<file path="src/hdl/timer_two_consts.svh">
/*
  Offsets, field positions, reset values, vectors and divider counts of the
  timer compare/capture block. Assumes byte-wide special registers addressed
  by an 8-bit offset.
*/
`ifndef TIMER_TWO_CONSTS_SVH
`define TIMER_TWO_CONSTS_SVH

// ------------------------------------------------------------------
// register offsets
// ------------------------------------------------------------------
`define OFS_IRQ_EN_LOW 8'hA8
`define OFS_IRQ_EN_CHAN 8'hB8
`define OFS_IRQ_REQ 8'hC0
`define OFS_CC_ENABLE 8'hC1
`define OFS_CH1_LOW 8'hC2
`define OFS_CH1_HIGH 8'hC3
`define OFS_CH2_LOW 8'hC4
`define OFS_CH2_HIGH 8'hC5
`define OFS_CH3_LOW 8'hC6
`define OFS_CH3_HIGH 8'hC7
`define OFS_TIMER_CTRL 8'hC8
`define OFS_RC_LOW 8'hCA
`define OFS_RC_HIGH 8'hCB
`define OFS_CNT_LOW 8'hCC
`define OFS_CNT_HIGH 8'hCD

// ------------------------------------------------------------------
// field positions and reset values
// ------------------------------------------------------------------
`define BIT_GLOBAL_EN 7
`define BIT_MAIN_EN 5
`define BIT_EXT_RL_EN 7
`define BIT_RESERVED_CHAN 6
`define BIT_CMP_BASE 2
`define BIT_EXT_RL_FLAG 7
`define BIT_MAIN_FLAG 6
`define BIT_PRESCALE 7
`define BIT_CMP0_COND 6
`define BIT_CMP_METHOD 2
`define POS_RELOAD_MODE 3
`define POS_CLK_SRC 0
`define RESET_BYTE 8'h00
`define RESET_WORD 16'h0000
`define COUNT_MAX 16'hFFFF

// ------------------------------------------------------------------
// vectors and prescaler counts
// ------------------------------------------------------------------
`define VEC_NONE 8'h00
`define VEC_MAIN 8'h2B
`define VEC_CMP0 8'h53
`define VEC_CMP1 8'h5B
`define VEC_CMP2 8'h63
`define VEC_CMP3 8'h6B
`define PRE_DIV12 5'h0C
`define PRE_DIV24 5'h18

`endif

</file>
<file path="src/hdl/timer_two_pkg.sv">
/*
  Types of the timer compare/capture block: bus request, pin bundle and the
  field encodings. Assumes the constants header sits beside it.
*/
`default_nettype none

package timer_two_pkg;
	// ------------------------------------------------------------------
	// carriers
	// ------------------------------------------------------------------
	typedef struct packed {
		logic [7:0] addr; // register offset
		logic [7:0] wdata; // write data
		logic wr; // write strobe
		logic rd; // read strobe
	} bus_req_t;

	typedef struct packed {
		logic count_pin; // external count / gate pin
		logic reload_pin; // external reload pin
		logic [3:0] capture_pin; // per-channel capture pins
	} pins_t;

	// ------------------------------------------------------------------
	// field encodings
	// ------------------------------------------------------------------
	typedef enum logic [1:0] {
		SRC_OFF = 2'h0,
		SRC_PRESCALED = 2'h1,
		SRC_PIN = 2'h2,
		SRC_GATED = 2'h3
	} clk_src_t;

	typedef enum logic [1:0] {
		RL_OFF0 = 2'h0,
		RL_OFF1 = 2'h1,
		RL_AUTO = 2'h2,
		RL_PIN = 2'h3
	} reload_mode_t;

	typedef enum logic [1:0] {
		FN_OFF = 2'h0,
		FN_CAP_PIN = 2'h1,
		FN_COMPARE = 2'h2,
		FN_CAP_WRITE = 2'h3
	} chan_fn_t;
endpackage

`default_nettype wire

</file>
<file path="src/hdl/timer_two_compare_capture_irq.sv">
/*
  Sixteen-bit up-counting timer with a reload/compare register, three more
  compare/capture channels and their interrupt enables and request flags.
  Assumes a processor core on sys_clk_in that drives the byte register port
  and returns one acknowledge pulse per serviced compare vector.
*/
// Behaviour
// - three channel values, byte-wise RW, reset zero
// - global enable gates every block interrupt
// - main enable covers overflow and external reload
// - external reload interrupt has own enable
// - per-channel compare enables; reserved bit reads zero
// - hardware sets external reload request flag
// - hardware sets main timer request flag
// - compare flags set on their channel events
// - main and reload flags cleared by software
// - compare flags cleared when interrupt serviced
// - main interrupt vectors to 0x2B
// - compare vectors 0x53, 0x5B, 0x63, 0x6B
// - clock source: prescaled, pin, gated prescaled
// - prescale divides by twelve or twenty-four
// - reload on overflow or reload pin fall
// - control bit picks direct or indirect output
// - channel zero on becoming equal or unequal
// - field codes: off, pin capture, compare, write capture
// - capture copies counter; reload loads register
`include "timer_two_consts.svh"
`default_nettype none

module timer_two_compare_capture_irq (
	// clock and reset
	input wire logic sys_clk_in,
	input wire logic rst_b_in,
	// register port
	input wire timer_two_pkg::bus_req_t bus_in,
	output var logic [7:0] rd_data_out,
	// pins from outside
	input wire timer_two_pkg::pins_t pins_in,
	// core side
	input wire logic [3:0] cmp_ack_in,
	input wire logic [3:0] port_level_in,
	output var logic [3:0] compare_out,
	output var logic irq_req_out,
	output var logic [7:0] irq_vector_out
);
	import timer_two_pkg::*;

	// ------------------------------------------------------------------
	// registers and shared signals
	// ------------------------------------------------------------------
	localparam logic [7:0] LOW_OFS [4] = '{`OFS_RC_LOW, `OFS_CH1_LOW, `OFS_CH2_LOW, `OFS_CH3_LOW};
	localparam logic [7:0] HIGH_OFS [4] = '{`OFS_RC_HIGH, `OFS_CH1_HIGH, `OFS_CH2_HIGH, `OFS_CH3_HIGH};

	logic [7:0] irq_en_low_q; // global and main enables live here
	logic [7:0] irq_en_chan_q; // reload and compare enables
	logic [7:0] timer_ctrl_q; // timer control
	logic [7:0] cc_enable_q; // two bits of function per channel
	logic [15:0] cnt_q; // the counter
	logic [15:0] val_q [4]; // channel 0 is the reload/compare pair
	logic ext_flag_q; // external reload request
	logic main_flag_q; // main timer request
	logic [3:0] cmp_flag_q; // compare requests
	logic [3:0] match; // one-cycle compare events
	logic [7:0] rd_mux; // read data before the output flop
	logic wr_flags; // software write to the request register
	pins_t sync1_q, sync2_q, prev_q; // pin synchroniser and history
	logic [4:0] pre_q; // prescaler count
	logic pre_tick; // one-cycle prescaled enable
	logic count_en; // counter advances this cycle
	logic ovf; // counter wraps this cycle
	logic ext_rl; // reload pin fell in pin reload mode
	logic reload_now; // counter takes the reload value
	logic main_pend, global_en;
	logic [3:0] cmp_pend;
	logic [15:0] rc_val; // helper view of channel 0
	clk_src_t clk_src;
	reload_mode_t rl_mode;

	assign wr_flags = bus_in.wr && (bus_in.addr == `OFS_IRQ_REQ);
	assign clk_src = clk_src_t'(timer_ctrl_q[`POS_CLK_SRC +: 2]);
	assign rl_mode = reload_mode_t'(timer_ctrl_q[`POS_RELOAD_MODE +: 2]);
	assign rc_val = val_q[0];

	// ------------------------------------------------------------------
	// pin synchronisers
	// ------------------------------------------------------------------
	// two flops before any use; prev_q only looks at the second stage
	always_ff @(posedge sys_clk_in or negedge rst_b_in) begin
		if (!rst_b_in) begin
			sync1_q <= '0;
			sync2_q <= '0;
			prev_q <= '0;
		end else begin
			sync1_q <= pins_in;
			sync2_q <= sync1_q;
			prev_q <= sync2_q;
		end
	end

	// ------------------------------------------------------------------
	// prescaler and count enable
	// ------------------------------------------------------------------
	// >= guards a switch from /24 to /12 while the count sits above 11
	assign pre_tick = timer_ctrl_q[`BIT_PRESCALE] ? (pre_q >= `PRE_DIV24 - 5'h01)
		: (pre_q >= `PRE_DIV12 - 5'h01);

	// prescaler runs freely so the rate is fixed regardless of source
	always_ff @(posedge sys_clk_in or negedge rst_b_in) begin
		if (!rst_b_in) begin
			pre_q <= 5'h00;
		end else if (pre_tick) begin
			pre_q <= 5'h00;
		end else begin
			pre_q <= pre_q + 5'h01;
		end
	end

	// source select; the pin source counts on its falling edge
	always_comb begin
		unique case (clk_src)
			SRC_PRESCALED: count_en = pre_tick;
			SRC_PIN: count_en = prev_q.count_pin && !sync2_q.count_pin;
			SRC_GATED: count_en = pre_tick && sync2_q.count_pin;
			SRC_OFF: count_en = 1'b0;
		endcase
	end

	assign ovf = count_en && (cnt_q == `COUNT_MAX);
	assign ext_rl = (rl_mode == RL_PIN) && prev_q.reload_pin && !sync2_q.reload_pin;
	assign reload_now = ext_rl || (ovf && (rl_mode == RL_AUTO));

	// ------------------------------------------------------------------
	// counter
	// ------------------------------------------------------------------
	// software write beats reload, reload beats counting
	always_ff @(posedge sys_clk_in or negedge rst_b_in) begin
		if (!rst_b_in) begin
			cnt_q <= `RESET_WORD;
		end else if (bus_in.wr && bus_in.addr == `OFS_CNT_LOW) begin
			cnt_q[7:0] <= bus_in.wdata;
		end else if (bus_in.wr && bus_in.addr == `OFS_CNT_HIGH) begin
			cnt_q[15:8] <= bus_in.wdata;
		end else if (reload_now) begin
			cnt_q <= val_q[0];
		end else if (count_en) begin
			cnt_q <= cnt_q + 16'h0001;
		end
	end

	// ------------------------------------------------------------------
	// control and enable registers
	// ------------------------------------------------------------------
	always_ff @(posedge sys_clk_in or negedge rst_b_in) begin
		if (!rst_b_in) begin
			irq_en_low_q <= `RESET_BYTE;
			irq_en_chan_q <= `RESET_BYTE;
			timer_ctrl_q <= `RESET_BYTE;
			cc_enable_q <= `RESET_BYTE;
		end else if (bus_in.wr) begin
			unique case (bus_in.addr)
				`OFS_IRQ_EN_LOW: irq_en_low_q <= bus_in.wdata;
				// reserved bit is never stored so it always reads zero
				`OFS_IRQ_EN_CHAN: irq_en_chan_q <= bus_in.wdata & 8'hBF;
				`OFS_TIMER_CTRL: timer_ctrl_q <= bus_in.wdata;
				`OFS_CC_ENABLE: cc_enable_q <= bus_in.wdata;
				default: ;
			endcase
		end
	end

	// ------------------------------------------------------------------
	// main and reload request flags
	// ------------------------------------------------------------------
	// hardware set wins over a software clear in the same cycle;
	// there is no automatic clear, the service routine writes zero
	always_ff @(posedge sys_clk_in or negedge rst_b_in) begin
		if (!rst_b_in) begin
			ext_flag_q <= 1'b0;
			main_flag_q <= 1'b0;
		end else begin
			ext_flag_q <= ext_rl || (wr_flags ? bus_in.wdata[`BIT_EXT_RL_FLAG] : ext_flag_q);
			main_flag_q <= ovf || (wr_flags ? bus_in.wdata[`BIT_MAIN_FLAG] : main_flag_q);
		end
	end

	// ------------------------------------------------------------------
	// channels
	// ------------------------------------------------------------------
	for (genvar i = 0; i < 4; i++) begin : g_chan
		chan_fn_t fn;
		logic wr_lo, wr_hi, pin_edge, capture, eq, eq_q;
		assign fn = chan_fn_t'(cc_enable_q[2*i +: 2]);
		assign wr_lo = bus_in.wr && (bus_in.addr == LOW_OFS[i]);
		assign wr_hi = bus_in.wr && (bus_in.addr == HIGH_OFS[i]);
		// channel 0 pin capture edge follows the condition bit
		assign pin_edge = (i == 0 && !timer_ctrl_q[`BIT_CMP0_COND])
			? (prev_q.capture_pin[i] && !sync2_q.capture_pin[i])
			: (!prev_q.capture_pin[i] && sync2_q.capture_pin[i]);
		assign capture = (fn == FN_CAP_PIN && pin_edge) || (fn == FN_CAP_WRITE && wr_lo);
		assign eq = (cnt_q == val_q[i]);
		// channel 0 may fire on leaving equality; others on reaching it
		assign match[i] = (fn == FN_COMPARE) && ((i == 0 && !timer_ctrl_q[`BIT_CMP0_COND])
			? (eq_q && !eq) : (eq && !eq_q));

		// value bytes; a write to the low byte in write-capture mode
		// records the counter instead of the data
		always_ff @(posedge sys_clk_in or negedge rst_b_in) begin
			if (!rst_b_in) begin
				val_q[i] <= `RESET_WORD;
			end else if (capture) begin
				val_q[i] <= cnt_q;
			end else if (wr_lo) begin
				val_q[i][7:0] <= bus_in.wdata;
			end else if (wr_hi) begin
				val_q[i][15:8] <= bus_in.wdata;
			end
		end

		// equality history for edge detection
		always_ff @(posedge sys_clk_in or negedge rst_b_in) begin
			if (!rst_b_in) begin
				eq_q <= 1'b0;
			end else begin
				eq_q <= eq;
			end
		end

		// compare flag: set wins over service clear and software write
		always_ff @(posedge sys_clk_in or negedge rst_b_in) begin
			if (!rst_b_in) begin
				cmp_flag_q[i] <= 1'b0;
			end else begin
				cmp_flag_q[i] <= match[i] || (wr_flags ? bus_in.wdata[`BIT_CMP_BASE + i]
					: (cmp_flag_q[i] && !cmp_ack_in[i]));
			end
		end

		// compare output: direct follows the comparison, indirect loads
		// the prepared port level on reaching equality
		always_ff @(posedge sys_clk_in or negedge rst_b_in) begin
			if (!rst_b_in) begin
				compare_out[i] <= 1'b0;
			end else if (fn == FN_COMPARE) begin
				if (!timer_ctrl_q[`BIT_CMP_METHOD]) begin
					compare_out[i] <= (cnt_q >= val_q[i]);
				end else if (eq && !eq_q) begin
					compare_out[i] <= port_level_in[i];
				end
			end
		end

		assign cmp_pend[i] = cmp_flag_q[i] && irq_en_chan_q[`BIT_CMP_BASE + i];

	end

	// ------------------------------------------------------------------
	// interrupt request and vector
	// ------------------------------------------------------------------
	assign global_en = irq_en_low_q[`BIT_GLOBAL_EN];
	assign main_pend = irq_en_low_q[`BIT_MAIN_EN]
		&& (main_flag_q || (ext_flag_q && irq_en_chan_q[`BIT_EXT_RL_EN]));

	// main request takes priority, then channel 0 up to 3
	always_ff @(posedge sys_clk_in or negedge rst_b_in) begin
		if (!rst_b_in) begin
			irq_req_out <= 1'b0;
			irq_vector_out <= `VEC_NONE;
		end else begin
			irq_req_out <= global_en && (main_pend || (|cmp_pend));
			if (!global_en) begin
				irq_vector_out <= `VEC_NONE;
			end else if (main_pend) begin
				irq_vector_out <= `VEC_MAIN;
			end else if (cmp_pend[0]) begin
				irq_vector_out <= `VEC_CMP0;
			end else if (cmp_pend[1]) begin
				irq_vector_out <= `VEC_CMP1;
			end else if (cmp_pend[2]) begin
				irq_vector_out <= `VEC_CMP2;
			end else if (cmp_pend[3]) begin
				irq_vector_out <= `VEC_CMP3;
			end else begin
				irq_vector_out <= `VEC_NONE;
			end
		end
	end

	// ------------------------------------------------------------------
	// read path
	// ------------------------------------------------------------------
	// unmapped offsets read zero
	always_comb begin
		unique case (bus_in.addr)
			`OFS_IRQ_EN_LOW: rd_mux = irq_en_low_q;
			`OFS_IRQ_EN_CHAN: rd_mux = irq_en_chan_q;
			`OFS_IRQ_REQ: rd_mux = {ext_flag_q, main_flag_q, cmp_flag_q, 2'b00};
			`OFS_CC_ENABLE: rd_mux = cc_enable_q;
			`OFS_CH1_LOW: rd_mux = val_q[1][7:0];
			`OFS_CH1_HIGH: rd_mux = val_q[1][15:8];
			`OFS_CH2_LOW: rd_mux = val_q[2][7:0];
			`OFS_CH2_HIGH: rd_mux = val_q[2][15:8];
			`OFS_CH3_LOW: rd_mux = val_q[3][7:0];
			`OFS_CH3_HIGH: rd_mux = val_q[3][15:8];
			`OFS_TIMER_CTRL: rd_mux = timer_ctrl_q;
			`OFS_RC_LOW: rd_mux = val_q[0][7:0];
			`OFS_RC_HIGH: rd_mux = val_q[0][15:8];
			`OFS_CNT_LOW: rd_mux = cnt_q[7:0];
			`OFS_CNT_HIGH: rd_mux = cnt_q[15:8];
			default: rd_mux = 8'h00;
		endcase
	end

	// data stand for the one cycle after the strobe, zero otherwise
	always_ff @(posedge sys_clk_in or negedge rst_b_in) begin
		if (!rst_b_in) begin
			rd_data_out <= 8'h00;
		end else if (bus_in.rd) begin
			rd_data_out <= rd_mux;
		end else begin
			rd_data_out <= 8'h00;
		end
	end
endmodule

`default_nettype wire

</file>
<file path="config.mk">
export PLATFORM = sky130hd
export DESIGN_NAME = timer_two_compare_capture_irq
export DESIGN_NICKNAME = d
export VERILOG_FILES = /design/src/hdl/timer_two_pkg.sv /design/src/hdl/timer_two_compare_capture_irq.sv
export VERILOG_INCLUDE_DIRS = /design/src /design/src/hdl
export SDC_FILE = /design/constraint.sdc
export NUM_CORES = 1
export LEC_CHECK = 0
export BUFFER_PORTS_ARGS = -buffer_cell sky130_fd_sc_hd__buf_2
export CELL_PAD_IN_SITES_DETAIL_PLACEMENT = 0
export CELL_PAD_IN_SITES_GLOBAL_PLACEMENT = 1
export CORE_MARGIN = 2
export CORE_UTILIZATION = 40
export DETAILED_ROUTE_END_ITERATION = 10
export GPL_ROUTABILITY_DRIVEN = 0
export GPL_TIMING_DRIVEN = 0
export PLACE_DENSITY = 0.69
export SYNTH_ARGS = -nofsm -noshare
export SYNTH_HDL_FRONTEND = slang
export SYNTH_SLANG_ARGS = --single-unit
</file>
<file path="constraint.sdc">
create_clock -name sys_clk_in -period 3.62 [get_ports sys_clk_in]
set_clock_uncertainty 0.1 [all_clocks]
set_input_delay 0.181 -clock sys_clk_in [delete_from_list [all_inputs] [get_ports sys_clk_in]]
set_output_delay 0.181 -clock sys_clk_in [all_outputs]
set_load 0.05 [all_outputs]
</file>
==> metrics.md <==
| Metric | Value |
|---|---|
| Vias in the first global route | `8595` |
| Max-cap violations | `0` |
| Overall Global Routing Usage | `29.19%` |
| Met2 Track Usage GR | `45.78%` |
| Seq. cell area | `roughly 4100 um^2` |
| Post-layout min period | `3238 ps` |
| Final hold slack | `38.58 ps` |
| First-pass GRT wire length | `between 50000 and 60000 um` |
| Hold WC Path Type | `in -> reg` |
| GRT Residual Overflow | `0` |
| Worst stage delay on the critical path | `about 540 ps` |
| Status | `complete, but fails checks` |
| Core Footprint | `25250 um^2` |
| Starting density of the core | `40.78%` |
| Post-route setup slack | `382.4 ps` |
| Clk buf depth | `2` |
| Inserted Clock Buffers | `17` |
| Distinct cells, synth | `73` |
| # IOs | `55` |
| Most common cell after layout, fill and taps aside | `dfrtp_1` |
| Largest net degree at the start of global routing | `between 80 and 90` |
| Row cnt | `a little under 60` |
| Setup crit start kind | `flop` |
| Drc violations | `2` |
| Ys async rst share | `100.0%` |
| N_diodes | `0` |
| Post-Syn Area | `~10000 um^2` |
| Detailed Place HPWL | `28610 um` |
| EDFF count, synth | `0` |
| Share of layout cells above drive strength 1 | `roughly 15%` |
| Cell area power density | `540.7 nW/um^2` |
| Via density | `5.969` |
| Peak supply drop | `0.3636 mV` |
| Post-Syn Area per Cell | `roughly 9.4 um^2` |
| Crit path cell chain | `clkbuf_1 -> inv_1 -> ha_1 -> nand4_1 -> nor4_1 -> nand2b_1 -> a21o_1 -> a32o_1` |
| CTS clk-pin slew, worst paths | `about 70 ps` |
| Post-synthesis sequential area ratio | `39.36%` |
| Antenna Nets Post-Route | `0` |
| Leakage | `roughly 5.4 nW` |
| # H-tree levels | `4` |
| Setup CP Type | `reg -> reg` |
| Layout Area Growth over Synthesis | `13.51%` |
| Layout net count | `1273` |
| Finished Core Util | `46.29%` |
| WL final | `38570 um` |
| Fillers | `2476` |
| Width of the die | `164.5 um` |
| RSZ-0062 raised after global routing | `false` |
| CTS tree | `done` |
| Period utilisation layout | `89.44%` |
| CTS Sinks | `between 150 and 200` |
| Most frequent cells in the layout | `dfrtp_1, nand2_1, nor2_1` |
| Met3 Track Usage GR | `7.057%` |
| Dominant cell type by area after synthesis | `dfrtp_1` |
| Final hold vios | `0` |
| Routed wire per std cell | `25.46 um` |
| Total number of vias | `9043` |
| Skew-Pair Late Insertion Delay | `roughly 430 ps` |
| Least-Margin Pin Slew | `1259 ps` |
| Die Y | `around 160 um` |
| Pins over their slew limit | `0` |
| Setup crit end kind | `flop` |
| M1 GR Usage | `38.39%` |
| Initial antenna violation count | `1` |
| Top FF cell, synth | `dfrtp_1` |
| Root buf cell | `clkbuf_16` |
| Violated checks | `design-rule violations` |
| Setup TNS | `0 ps` |
| CP Max Fanout | `8` |
| Synth warn | `0` |
| Post-synthesis instance total | `1092` |
| Worst setup slack after placement | `roughly 0.46 ps` |
| Initial DRT Pass Iterations | `11` |
| Worst path required time | `3850 ps` |
| Fmax | `308.9 MHz` |
| DIE AREA | `about 27000 um^2` |
| Worst path arrival time | `3460 ps` |
| 1st-iter DRT viols | `~890` |
| Slowest-stage cell, CP | `clkbuf_1` |
| GRT busiest layer | `met2` |
| Number of setup buffers added after CTS | `0` |
| Synth Register Bits | `around 160` |
| Relative slew margins | `13.87%` |
| Number of I/O port buffers | `49` |
| Yosys top cell area share | `39.36%` |
| Post-route non-filler standard cell count | `1515` |
| Count of final setup violators | `0` |
| Area of the multi-input gates | `5589 um^2` |
| Largest cells by area after synthesis | `dfrtp_1, ha_1, mux2i_1` |
| # placed instances | `roughly 1500` |
synth_stat cells (all sizes together) (16+ instances only):
master,n
a21o,26
buf,45
clkbuf,26
o21ai,60
a21oi,76
nor2,83
inv,76
nand2,83
ha,66
mux2i,77
mux2,35
dfrtp,162
nand3,36
nand4,19
a22o,16
critical path: cells and delay by family (launching register included):
family,cells,cell delay (ps)
AND/OR/NAND/NOR,3,960
buffers and inverters,2,900
AO/OA/AOI/OAI,2,430
adder cells (fa/ha/maj),1,390
flip-flops,1,350
stage by stage:
step           power, mW  instance area [um^2]
2_1_floorplan      3.711                 10300
3_3_place_gp       4.456                 10960
3_5_place_dp       4.489                 11000
4_1_cts            6.310                 11680
5_1_grt            6.668                 11690
6_report           6.321                 11690
report_power, final:
group,total [mW],switching (mW),internal (mW)
combinational,1.99,1.20,0.791
clock,1.81,0.822,0.986
sequential,2.52,0.425,2.09
total,6.32,2.45,3.87
routing by layer:
layer,vias up,wire length [um]
met5,-,0
met4,0,1862
met2,424,17490
met3,103,2952
li1,4105,-
met1,4411,16260
worst paths after layout:
kind / start / endpoint / slack, ps / depth (start not counted)
setup / recovery: cnt_q[0] / compare_out[2] / 380 / 8
hold / removal: port_level_in[0] / compare_out[0] / 40 / 4
setup reg to reg: cnt_q[0] / compare_out[2] / 380 / 8
hold reg to reg: sync1_q[3] / sync2_q[3] / 250 / 0
max in group asynchronous: rst_b_in / rd_data_out[3] / 2350 / 3
min in group asynchronous: rst_b_in / compare_out[2] / 220 / 2
timing repair:
| action | 4_1_cts | 5_1_grt |
|---|---|---|
| hold buffers | 11 | 0 |
| endpoints found under the setup margin | 0 | 1 |
| endpoints found under the hold margin | 91 | 0 |
| gates resized for setup | 0 | 1 |
cell families (layout without fill, tap and decap cells):
logic type               after synthesis  in the layout  synth area share [%]
AO/OA/AOI/OAI                        282            282                 18.04
XOR/XNOR                              17             17                 1.446
adder cells (fa/ha/maj)               66             66                 8.018
buffers and inverters                147            239                 6.463
flip-flops                           162            162                 39.36
multiplexers                         114            114                 11.75
other                                  1              2               0.03641
AND/OR/NAND/NOR                      303            303                 14.88
flip-flops by register name, indices dropped and copies added (netlist names), 5 cells and up:
register	count
val_q	48
irq_vector_out	5
irq_en_low_q	8
prev_q	6
sync1_q	6
sync2_q	6
cnt_q	16
pre_q	5
cc_enable_q	8
rc_val	16
timer_ctrl_q	8
irq_en_chan_q	7
rd_data_out	8
cell type report:
cell class / count / share of cell area [%]
Inverter: 76 / 2.440
Tap cell: 330 / 3.532
Clock buffer: 18 / 3.757
Timing Repair Buffer: 61 / 3.361
Multi-Input combinational cell: 784 / 47.81
Clock inverter: 13 / 1.167
Sequential cell: 162 / 34.68
Buffer: 71 / 3.254
(Power assumes the default switching activity.)
